File: src/design/lfmsr_pkg.sv
package lfmsr_pkg;

  // ----------------------------------------------------------------
  // Register offsets
  // ----------------------------------------------------------------
  localparam logic [7:0] ADDR_FAULT_SUMMARY = 8'h03;
  localparam logic [7:0] ADDR_UNUSED_LO_FIRST = 8'h04;
  localparam logic [7:0] ADDR_UNUSED_LO_LAST = 8'h07;
  localparam logic [7:0] ADDR_FAULT_PROPAGATION_MASK = 8'h08;
  localparam logic [7:0] ADDR_OPEN_STRING_STATUS = 8'h09;
  localparam logic [7:0] ADDR_SHORTED_LED_STATUS = 8'h0a;
  localparam logic [7:0] ADDR_UNUSED_HI_FIRST = 8'h0b;
  localparam logic [7:0] ADDR_UNUSED_HI_LAST = 8'h0d;
  localparam logic [7:0] ADDR_GLOBAL_CURRENT_SCALE = 8'h0e;
  localparam logic [7:0] ADDR_RESERVED_FIXED_VALUE = 8'h10;

  // ----------------------------------------------------------------
  // Reset values and field positions
  // ----------------------------------------------------------------
  localparam logic [7:0] RST_FAULT_PROPAGATION_MASK = 8'h0f;
  localparam logic [7:0] RST_GLOBAL_CURRENT_SCALE = 8'h7f;
  localparam logic [7:0] RST_RESERVED_FIXED_VALUE = 8'h04;
  localparam logic [3:0] RST_STRING_STATUS = 4'h0;
  localparam logic [7:0] CURRENT_SCALE_FULL = 8'hff;
  localparam logic [7:0] CURRENT_SCALE_MIN_ADVISED = 8'h05;
  localparam int SUMMARY_PIN_DRIVE_BIT = 0;
  localparam int SUMMARY_OPEN_BIT = 2;
  localparam int SUMMARY_SHORT_BIT = 3;

endpackage

File: src/design/lfmsr_status_bit.sv
module lfmsr_status_bit (
  input wire logic clk_in,
  input wire logic rst_in,
  input wire logic fault_in,
  input wire logic enable_in,
  input wire logic clear_in,
  output logic status_out
);

  logic status_ff;

  // ----------------------------------------------------------------
  // Sticky status with clear on read
  // ----------------------------------------------------------------
  // Set wins over the read clear so a fault in the clearing cycle survives
  always_ff @(posedge clk_in) begin
    if (rst_in) begin
      status_ff <= 1'b0;
    end else if (enable_in && fault_in) begin
      status_ff <= 1'b1;
    end else if (clear_in) begin
      status_ff <= 1'b0;
    end
  end

  assign status_out = status_ff;

endmodule

File: src/design/lfmsr_top.sv
// Contract
// - Mask bit one lets that string's open and short faults reach the summary.
// - Fault output asserts only for faults passed by the mask.
// - Status bit 0..3 sets once the string's fault is verified.
// - Reading open or short status clears that whole register.
// - A clearing read leaves set the bit of a fault that persists.
// - Open faults recorded only with open enable; shorts only with short enable.
// - Sink check disable suppresses all open detection regardless of enable.
// - Eight-bit current scale applies to all strings as value over 255.
// - Scale offers 255 even steps of full scale over 255.
// - Current scale register resets to 0x7F.
// - Reserved register at 0x10 resets to 0x04.
// - Reading the reserved register returns it and leaves it unchanged.
// - Addresses 0x04 to 0x07 have no function.
// - Addresses 0x0B to 0x0D have no function.
// - Open or short summary bit sets when any passed status bit is set.
// - Pin drive flag sets on either summary bit; it pulls fault output low.
// - Configuration bit 2 is the open-detect enable.
// - Configuration bit 3 is the short-detect enable.
module lfmsr_top #(
  parameter int NUM_STRINGS = 4,
  parameter int DATA_W = 8
) (
  input wire logic REF_CLK_IN,
  input wire logic RST_IN,
  // Byte access from the serial slave front end
  input wire logic REG_WR_EN_IN,
  input wire logic REG_RD_EN_IN,
  input wire logic [7:0] REG_ADDR_IN,
  input wire logic [DATA_W-1:0] REG_WDATA_IN,
  output logic [DATA_W-1:0] REG_RDATA_OUT,
  // Configuration bits held elsewhere in the device
  input wire logic OPEN_DETECT_ENABLE_IN,
  input wire logic SHORT_DETECT_ENABLE_IN,
  input wire logic SINK_CHECK_DISABLE_IN,
  // Verified fault levels per string from the analog monitors
  input wire logic [NUM_STRINGS-1:0] OPEN_FAULT_IN,
  input wire logic [NUM_STRINGS-1:0] SHORT_FAULT_IN,
  // Results
  output logic [DATA_W-1:0] CURRENT_SCALE_OUT,
  output logic [DATA_W-1:0] FAULT_SUMMARY_OUT,
  output logic FAULT_OUTPUT_N_OUT,
  output logic FAULT_OUTPUT_N_OE_OUT,
  output logic SCALE_BELOW_ADVISED_OUT
);

  logic [3:0] fault_propagation_mask_ff;
  logic [DATA_W-1:0] global_current_scale_ff;
  logic [DATA_W-1:0] reserved_fixed_value_ff;
  logic [DATA_W-1:0] rdata_ff;
  logic [DATA_W-1:0] nxt_rdata;
  logic [DATA_W-1:0] fault_summary_ff;
  logic fault_pin_drive_flag_ff;
  logic fault_output_oe_n_ff;
  logic scale_low_ff;
  logic [NUM_STRINGS-1:0] open_string_status;
  logic [NUM_STRINGS-1:0] shorted_led_status;
  logic open_detect_enable;
  logic short_detect_enable;
  logic clear_open;
  logic clear_short;
  logic open_fault_summary_bit;
  logic short_fault_summary_bit;
  logic wr_mask;
  logic wr_scale;
  logic wr_reserved;

  // ----------------------------------------------------------------
  // Detect gating
  // ----------------------------------------------------------------
  // Sink check disable overrides the open enable entirely
  assign open_detect_enable = OPEN_DETECT_ENABLE_IN && !SINK_CHECK_DISABLE_IN;
  assign short_detect_enable = SHORT_DETECT_ENABLE_IN;

  // Read strobes clear the status registers
  assign clear_open = REG_RD_EN_IN && (REG_ADDR_IN == lfmsr_pkg::ADDR_OPEN_STRING_STATUS);
  assign clear_short = REG_RD_EN_IN && (REG_ADDR_IN == lfmsr_pkg::ADDR_SHORTED_LED_STATUS);

  // ----------------------------------------------------------------
  // Per-string status bits
  // ----------------------------------------------------------------
  genvar g;
  generate
    for (g = 0; g < NUM_STRINGS; g = g + 1) begin : gen_str
      lfmsr_status_bit u_open (
        .clk_in(REF_CLK_IN),
        .rst_in(RST_IN),
        .fault_in(OPEN_FAULT_IN[g]),
        .enable_in(open_detect_enable),
        .clear_in(clear_open),
        .status_out(open_string_status[g])
      );
      lfmsr_status_bit u_short (
        .clk_in(REF_CLK_IN),
        .rst_in(RST_IN),
        .fault_in(SHORT_FAULT_IN[g]),
        .enable_in(short_detect_enable),
        .clear_in(clear_short),
        .status_out(shorted_led_status[g])
      );
    end
  endgenerate

  // ----------------------------------------------------------------
  // Register writes
  // ----------------------------------------------------------------
  // Unused addresses decode to nothing, so writes there are dropped
  assign wr_mask = REG_WR_EN_IN && (REG_ADDR_IN == lfmsr_pkg::ADDR_FAULT_PROPAGATION_MASK);
  assign wr_scale = REG_WR_EN_IN && (REG_ADDR_IN == lfmsr_pkg::ADDR_GLOBAL_CURRENT_SCALE);
  assign wr_reserved = REG_WR_EN_IN && (REG_ADDR_IN == lfmsr_pkg::ADDR_RESERVED_FIXED_VALUE);

  // Mask keeps four bits, upper bits read zero
  always_ff @(posedge REF_CLK_IN) begin
    if (RST_IN) begin
      fault_propagation_mask_ff <= lfmsr_pkg::RST_FAULT_PROPAGATION_MASK[3:0];
    end else if (wr_mask) begin
      fault_propagation_mask_ff <= REG_WDATA_IN[3:0];
    end
  end

  // Global scale shared by every string sink
  always_ff @(posedge REF_CLK_IN) begin
    if (RST_IN) begin
      global_current_scale_ff <= lfmsr_pkg::RST_GLOBAL_CURRENT_SCALE;
    end else if (wr_scale) begin
      global_current_scale_ff <= REG_WDATA_IN;
    end
  end

  // Stored as written; the host is trusted to write only the fixed value
  always_ff @(posedge REF_CLK_IN) begin
    if (RST_IN) begin
      reserved_fixed_value_ff <= lfmsr_pkg::RST_RESERVED_FIXED_VALUE;
    end else if (wr_reserved) begin
      reserved_fixed_value_ff <= REG_WDATA_IN;
    end
  end

  // ----------------------------------------------------------------
  // Fault summary and fault pin
  // ----------------------------------------------------------------
  assign open_fault_summary_bit = |(open_string_status & fault_propagation_mask_ff[NUM_STRINGS-1:0]);
  assign short_fault_summary_bit = |(shorted_led_status & fault_propagation_mask_ff[NUM_STRINGS-1:0]);

  // Summary follows live status, so a clearing read releases the pin
  always_ff @(posedge REF_CLK_IN) begin
    if (RST_IN) begin
      fault_summary_ff <= '0;
      fault_pin_drive_flag_ff <= 1'b0;
    end else begin
      fault_summary_ff <= '0;
      fault_summary_ff[lfmsr_pkg::SUMMARY_OPEN_BIT] <= open_fault_summary_bit;
      fault_summary_ff[lfmsr_pkg::SUMMARY_SHORT_BIT] <= short_fault_summary_bit;
      fault_summary_ff[lfmsr_pkg::SUMMARY_PIN_DRIVE_BIT] <= open_fault_summary_bit | short_fault_summary_bit;
      fault_pin_drive_flag_ff <= open_fault_summary_bit | short_fault_summary_bit;
    end
  end

  // Pin enable kept in its own flop so the output needs no inverter
  always_ff @(posedge REF_CLK_IN) begin
    if (RST_IN) begin
      fault_output_oe_n_ff <= 1'b1;
    end else begin
      fault_output_oe_n_ff <= !(open_fault_summary_bit | short_fault_summary_bit);
    end
  end

  // Advisory flag for scale values that risk false short faults
  always_ff @(posedge REF_CLK_IN) begin
    if (RST_IN) begin
      scale_low_ff <= 1'b0;
    end else begin
      scale_low_ff <= global_current_scale_ff < lfmsr_pkg::CURRENT_SCALE_MIN_ADVISED;
    end
  end

  // ----------------------------------------------------------------
  // Read data
  // ----------------------------------------------------------------
  always_comb begin
    nxt_rdata = '0;
    case (REG_ADDR_IN)
      lfmsr_pkg::ADDR_FAULT_PROPAGATION_MASK: nxt_rdata[3:0] = fault_propagation_mask_ff;
      lfmsr_pkg::ADDR_OPEN_STRING_STATUS: nxt_rdata[NUM_STRINGS-1:0] = open_string_status;
      lfmsr_pkg::ADDR_SHORTED_LED_STATUS: nxt_rdata[NUM_STRINGS-1:0] = shorted_led_status;
      lfmsr_pkg::ADDR_GLOBAL_CURRENT_SCALE: nxt_rdata = global_current_scale_ff;
      lfmsr_pkg::ADDR_RESERVED_FIXED_VALUE: nxt_rdata = reserved_fixed_value_ff;
      default: nxt_rdata = '0;
    endcase
  end

  // Data is captured at the read strobe and held until the next read
  always_ff @(posedge REF_CLK_IN) begin
    if (RST_IN) begin
      rdata_ff <= '0;
    end else if (REG_RD_EN_IN) begin
      rdata_ff <= nxt_rdata;
    end
  end

  // ----------------------------------------------------------------
  // Outputs
  // ----------------------------------------------------------------
  assign REG_RDATA_OUT = rdata_ff;
  assign CURRENT_SCALE_OUT = global_current_scale_ff;
  assign FAULT_SUMMARY_OUT = fault_summary_ff;
  // Open drain: data always low, enable low while pulling
  assign FAULT_OUTPUT_N_OUT = 1'b0;
  assign FAULT_OUTPUT_N_OE_OUT = fault_output_oe_n_ff;
  assign SCALE_BELOW_ADVISED_OUT = scale_low_ff;

endmodule

File: config.mk
export PLATFORM = sky130hd
export DESIGN_NAME = lfmsr_top
export DESIGN_NICKNAME = d
export VERILOG_FILES = /design/src/design/lfmsr_pkg.sv /design/src/design/lfmsr_status_bit.sv /design/src/design/lfmsr_top.sv
export SDC_FILE = /design/constraint.sdc
export NUM_CORES = 1
export LEC_CHECK = 0
export ABC_CLOCK_PERIOD_IN_PS = 1380
export BUFFER_PORTS_ARGS = -buffer_cell sky130_fd_sc_hd__buf_4
export CAP_MARGIN = 10
export CORE_MARGIN = 8
export CORE_UTILIZATION = 45
export CTS_CLUSTER_DIAMETER = 80
export DETAILED_ROUTE_END_ITERATION = 8
export GPL_TIMING_DRIVEN = 1
export PLACE_DENSITY = 0.77
export SETUP_SLACK_MARGIN = 0.02
export SLEW_MARGIN = 20
export SYNTH_ARGS = -nofsm -noshare
export SYNTH_HDL_FRONTEND = slang
export SYNTH_HIERARCHICAL = 1
export SYNTH_SLANG_ARGS = --single-unit
File: constraint.sdc
create_clock -name REF_CLK_IN -period 1.38 [get_ports REF_CLK_IN]
set_input_delay 0.138 -clock REF_CLK_IN [delete_from_list [all_inputs] [get_ports REF_CLK_IN]]
set_output_delay 0.138 -clock REF_CLK_IN [all_outputs]
set_load 0.02 [all_outputs]
## Word level (Yosys, flattened, before mapping)

Cells that the tools add are included.

| word-level totals | value |
|---|---|
| bits of input ports | 31 |
| word-level logic and storage cells | 63 |
| flip-flop bits (word level) | 46 |
| output and inout port bits | 27 |

| cells by class | value |
|---|---|
| reduce and logical (&&, ||, !) cells | 26 |
| eq/ne operators | 5 |
| magnitude comparators | 1 |
| bitwise gates (word level) | 3 |
| mux-type cells | 12 |

Operator list:

| cell | number |
|---|---|
| == test 8 x 4 -> 1 bit (second input constant) | 4 |
| case mux 4 bit (5 select lines) | 1 |
| nonzero test 2 bit | 8 |
| logical AND 1 bit | 14 |
| 2-to-1 mux 1 bit | 10 |
| bitwise AND 4 bit | 2 |
| == test 8 x 5 -> 1 bit (second input constant) | 1 |
| < comparator 8 x 3 -> 1 bit (second input constant) | 1 |
| case mux 4 bit (2 select lines) | 1 |
| OR reduction 4 bit | 2 |
| zero test 1 bit | 2 |
| OR 1 bit | 1 |

## Depth between registers and ports, before layout

| logic depth | value |
|---|---|
| depth in word-level cells | 4 |
| gate-level depth with buffers | 7 |
| mapped depth without buffers | 5 |

## Hierarchy

The synthesis kept the hierarchy.

Modules (own cells, without submodules):

| module | cells each | times used | seq. area each (um^2) | area each (um^2) |
|---|---|---|---|---|
| lfmsr_top | 179 | 1 | 660.6 | 1560.2 |
| lfmsr_status_bit | 4 | 8 | 20.0 | 38.8 |

## Least setup slack after synthesis

Ideal clock, no wire load.

| path | value |
|---|---|
| path kind | in2reg |
| start | in REG_RD_EN_IN |
| end | reg gen_str[0].u_short.status_ff |
| arrival time | 1.363 ns |
| setup slack | -0.098 ns |
| required time | 1.266 ns |
| library setup time | 0.114 ns |
| buffers on the path | 1 |
| stages on the path | 6 |
| cell sequence | buf_6 -> nand2b_1 -> or4_4 -> nor4b_1 -> nand2b_1 -> a21oi_2 |

| between the ends | value |
|---|---|
| longest elaborated chain between the ends | 2 |

Ends and longest elaborated chain:

| what | RTL line | text |
|---|---|---|
| start: declaration | lfmsr_top.sv:28 | `input wire logic REG_RD_EN_IN,` |
| logical AND 1 bit | lfmsr_top.sv:77 | `assign clear_short = REG_RD_EN_IN && (REG_ADDR_IN == lfmsr_pkg::ADDR_SHORTED_LED_STATUS);` |
| named net clear_short | lfmsr_top.sv:61 | `logic clear_short;` |
| nonzero test 2 bit (no source line) | -- |  |
| end signal: assignment | lfmsr_status_bit.sv:18 | `status_ff <= 1'b0;` |
| end signal: assignment | lfmsr_status_bit.sv:20 | `status_ff <= 1'b1;` |
| end signal: assignment | lfmsr_status_bit.sv:22 | `status_ff <= 1'b0;` |
| end: declaration | lfmsr_status_bit.sv:10 | `logic status_ff;` |

The timed path passes the listed nets, and every way through them passes these cells.
A chain may end at the register's enable or synchronous reset.

## Worst setup path in the final report

| path | value |
|---|---|
| start | in REG_ADDR_IN[7] |
| end | reg gen_str[2].u_short.status_ff |

| between the ends | value |
|---|---|
| longest elaborated chain between the ends | 3 |

Ends and longest elaborated chain:

| what | RTL line | text |
|---|---|---|
| start: declaration | lfmsr_top.sv:29 | `input wire logic [7:0] REG_ADDR_IN,` |
| == test 8 x 4 -> 1 bit | lfmsr_top.sv:77 |  |
| logical AND 1 bit | lfmsr_top.sv:77 |  |
| named net clear_short | lfmsr_top.sv:61 |  |
| nonzero test 2 bit (no source line) | -- |  |
| end signal: assignment | lfmsr_status_bit.sv:18 |  |
| end signal: assignment | lfmsr_status_bit.sv:20 |  |
| end signal: assignment | lfmsr_status_bit.sv:22 |  |
| end: declaration | lfmsr_status_bit.sv:10 |  |

The timed path passes the listed nets, and every way through them passes these cells.

==> impl_metrics.toml <==
[critical_path]
cp-end-kind = "flop"
ff2ff_path_depth = 4
worstSetupStartpoint = "REG_ADDR_IN[7]"
cp_slowest_cell = "or4_4"
ff2ff_setup_slack_ns = 0.36
critical_path.most_common_cell = "nand2b_4"
r2r-end = "FAULT_SUMMARY_OUT[0]$_SDFF_PP0_"
rr_startpoint = "fault_propagation_mask_ff[1]$_SDFFE_PP1P_"
cp.arrival_ns = 1.46
crit_type = "input pin to flop"
endpoint = "gen_str[2].u_short/status_out$_SDFFE_PP0P_"
path_depth = 6
path_buf_inv = 1
start_kind = "input pin"
slowest_delay_ns = 0.51
path_max_fanout = 4
cp_data_required_time_ns = 1.56
path_delay_family = "simple AND/OR/NAND/NOR gates"
cp_cell_sequence = "buf_6 -> nand2b_4 -> or4_4 -> nor4b_4 -> nand2b_4 -> a21oi_2"

[global_route]
grt_pass1_vias = 1770
grtUsageTotal_pct = 16.1
grtUsageMet2_pct = 25.7
antenna_found_initial = 0
grt_max_degree = 32
grt-ovfl-total = 0
grt_pass1_wl_um = 8200
grt_busiest_layer = "met2"
met1_usage_pct = 19.7
grt_use_met3_pct = 3.68

[die]
die_w_um = 80.5
die_area_um2 = 6480
die_y_um = 80.5
ios = 58
rows = 23
initial_core_util_pct = 46.8
coreArea_um2 = 4000

[yosys]
synth_seq_cells = 41
async_flop_share_pct = 0
synth_edf_count = 0
synth-adder-area-share_pct = 0
synth_flop_cell = "dfxtp_1"
synth.distinct_cells = 37
synthMuxAreaShare_pct = 2.68
netlist_area_um2 = 1870
synth_area_leaders = "dfxtp_1 44%, a21oi_1 5.4%, a22oi_1 4.8%"
synth_top_family_by_area = "simple AND/OR/NAND/NOR gates"
synth_compound_area_share_pct = 20.0
synth.avg_cell_area_um2 = 8.87
synth_top_area_share_pct = 43.9
synth-simple-area-share_pct = 25.8
syn_inst = 211
ys_warn_count = 6
synth-xor-area-share_pct = 0
yosys.area.top_type = "dfxtp_1"
yosysSeqAreaShare_pct = 43.9

[detailed_routing]
vias = 1765
avgRoutedWirePerCell_um = 15.2
vias_per_cell = 5.28
drtAntennaViolNets = 0
drtIter0Drc = 79
route.detailed.drc = 0
first_pass_iters = 4
wl_um = 5080

[clock_tree]
clock-sinks = 41
clk_path_buf_depth = 2
htreeDepth = 2
cts_resized = 0
path_clk_slew_ns = 0.08
tritoncts = "built"
cts_buffers = 5
ctsRootBufferMaster = "clkbuf_8"
cts_hold_buf = 0
clk_latency_ns = 0.29
post-cts-setup-buffers = 0

[timing]
finalSetupViolCount = 0
period_needed_ns = 1.29
hold_viol = 0
slew_violations = 0
finalHoldWorstSlack_ns = 0.0978
setup_tns_ns = 0
period_share_pct = 93.1
fmax_mhz = 778
fin_worst_skew_ns = 0.00429
setup_ws_ns = 0.0946
grt_setup_unrepaired = "false"

[place]
port_buffers = 51
dp_slack_ns = -0.232
gp_congestion = 0.883
dpl.hpwl_um = 4060

[power]
p_sw_share_pct = 26.0
p_clk_share_pct = 32.3
pwr-share-seq_pct = 52.8
switchingPower_mw = 0.610
comb_power_share_pct = 14.9
powerDensity_nw_per_um2 = 923
power.leakage_nw = 1.05
vdd_drop_max_mv = 0.551
p_int_mw = 1.74

[cells_and_area]
area_growth_pct = 36.0
insertedDiodeCount = 0
fin_nets = 314
nFillCells = 354
drive_above_1_share_pct = 36.3

[flow_run]
max_cap_viol_count = 0

[min_path]
hold_class = "input pin to flop"

[outcome]
outcome = "complete, no violations"
[per-stage QoR]
step	util, %	power, mW	instances	cell area, µm²
after global routing	63.6	2.42	334	2540
final	63.6	2.35	334	2540
after CTS	63.2	2.36	334	2530
after detailed placement	61.1	1.61	326	2440
after floorplan	-	1.45	216	1930
after global placement	61.1	1.60	326	2440
[tightest hold or removal path, stage by stage]
cell     delay (ns)
buf_4          0.09
mux2i_1        0.06
nor2_1         0.07
[cell usage in the layout, fill, tap and decap left out, drive strengths merged, types with 2 or more instances in the layout]
| master | count |
|---|---|
| nand2b | 10 |
| inv | 5 |
| a211oi | 4 |
| mux2i | 5 |
| clkinv | 2 |
| nand3 | 8 |
| dfxtp | 41 |
| a21oi | 28 |
| a22oi | 12 |
| nor3 | 9 |
| nor3b | 2 |
| nor4b | 2 |
| or3 | 2 |
| or4 | 2 |
| buf | 76 |
| nor2b | 2 |
| conb | 6 |
| nor4 | 2 |
| nand2 | 20 |
| a211o | 5 |
| clkbuf | 6 |
| o221ai | 4 |
| nor2 | 24 |
[routing by layer]
layer / vias to the layer above / share of wire, %
met4: 0 / 2.2
met3: 10 / 4.6
li1: 886 / -
met1: 827 / 44
met2: 42 / 49
met5: - / 0
[synthesized netlist by cell type, types with 2 or more instances]
cell type	instances
dfxtp_1	41
inv_1	5
buf_6	4
nand2b_1	9
a22oi_1	12
mux2i_1	5
nor3_1	9
o221ai_1	4
a211o_1	5
nor2_1	24
a21oi_2	8
buf_4	8
nand3_1	7
clkbuf_1	4
nor2b_1	2
a21oi_1	20
nand2_1	20
nor3b_1	2
a211oi_1	4
[how the worst min path moves through the flow]
stage,from,cells past startpoint,end,slack [ns]
5_1_grt,SHORT_FAULT_IN[2],3,gen_str[2].u_short/status_out$_SDFFE_PP0P_,0.10
6_report,REG_WDATA_IN[7],3,CURRENT_SCALE_OUT[7]$_SDFFE_PP0P_,0.1
4_1_cts,REG_WDATA_IN[7],3,CURRENT_SCALE_OUT[7]$_SDFFE_PP0P_,0.09
3_3_place_gp,REG_WDATA_IN[7],3,CURRENT_SCALE_OUT[7]$_SDFFE_PP0P_,0.39
3_5_place_dp,REG_WDATA_IN[7],3,CURRENT_SCALE_OUT[7]$_SDFFE_PP0P_,0.40
2_1_floorplan,RST_IN,1,gen_str[0].u_open/status_out$_SDFFE_PP0P_,0.20
[sequential cells by signal (all words and copies together) (netlist names)]
name	flops
CURRENT_SCALE_OUT	8
REG_RDATA_OUT	8
reserved_fixed_value_ff	8
fault_propagation_mask_ff	4
gen_str.u_open/status_out	4
gen_str.u_short/status_out	4
FAULT_SUMMARY_OUT	3
FAULT_OUTPUT_N_OE_OUT	1
SCALE_BELOW_ADVISED_OUT	1
[layout make-up]
class                      count  area (µm²)  area share, %
multi-input combinational    154         972           38.2
inverter                       5        18.8          0.738
sequential                    41         821           32.3
clock buffer                   6        72.6           2.85
clock inverter                 2        10.0          0.394
tap                           50        62.6           2.46
timing repair buffer          76         587           23.1
[cells by family after synthesis]
kind of cell,Yosys count
other cells,1
mux,5
buf+inv,21
flops,41
compound gates,54
simple gates,89
[power by group through the flow]
stage	sequential, mW	combinational, mW	clock [mW]
after floorplan	1.29	0.164	0
after global placement	1.26	0.339	0
after detailed placement	1.27	0.345	0
after CTS	1.24	0.346	0.779
after global routing	1.24	0.378	0.801
final	1.24	0.350	0.758
No activity file was read; power rests on OpenSTA's default activity.
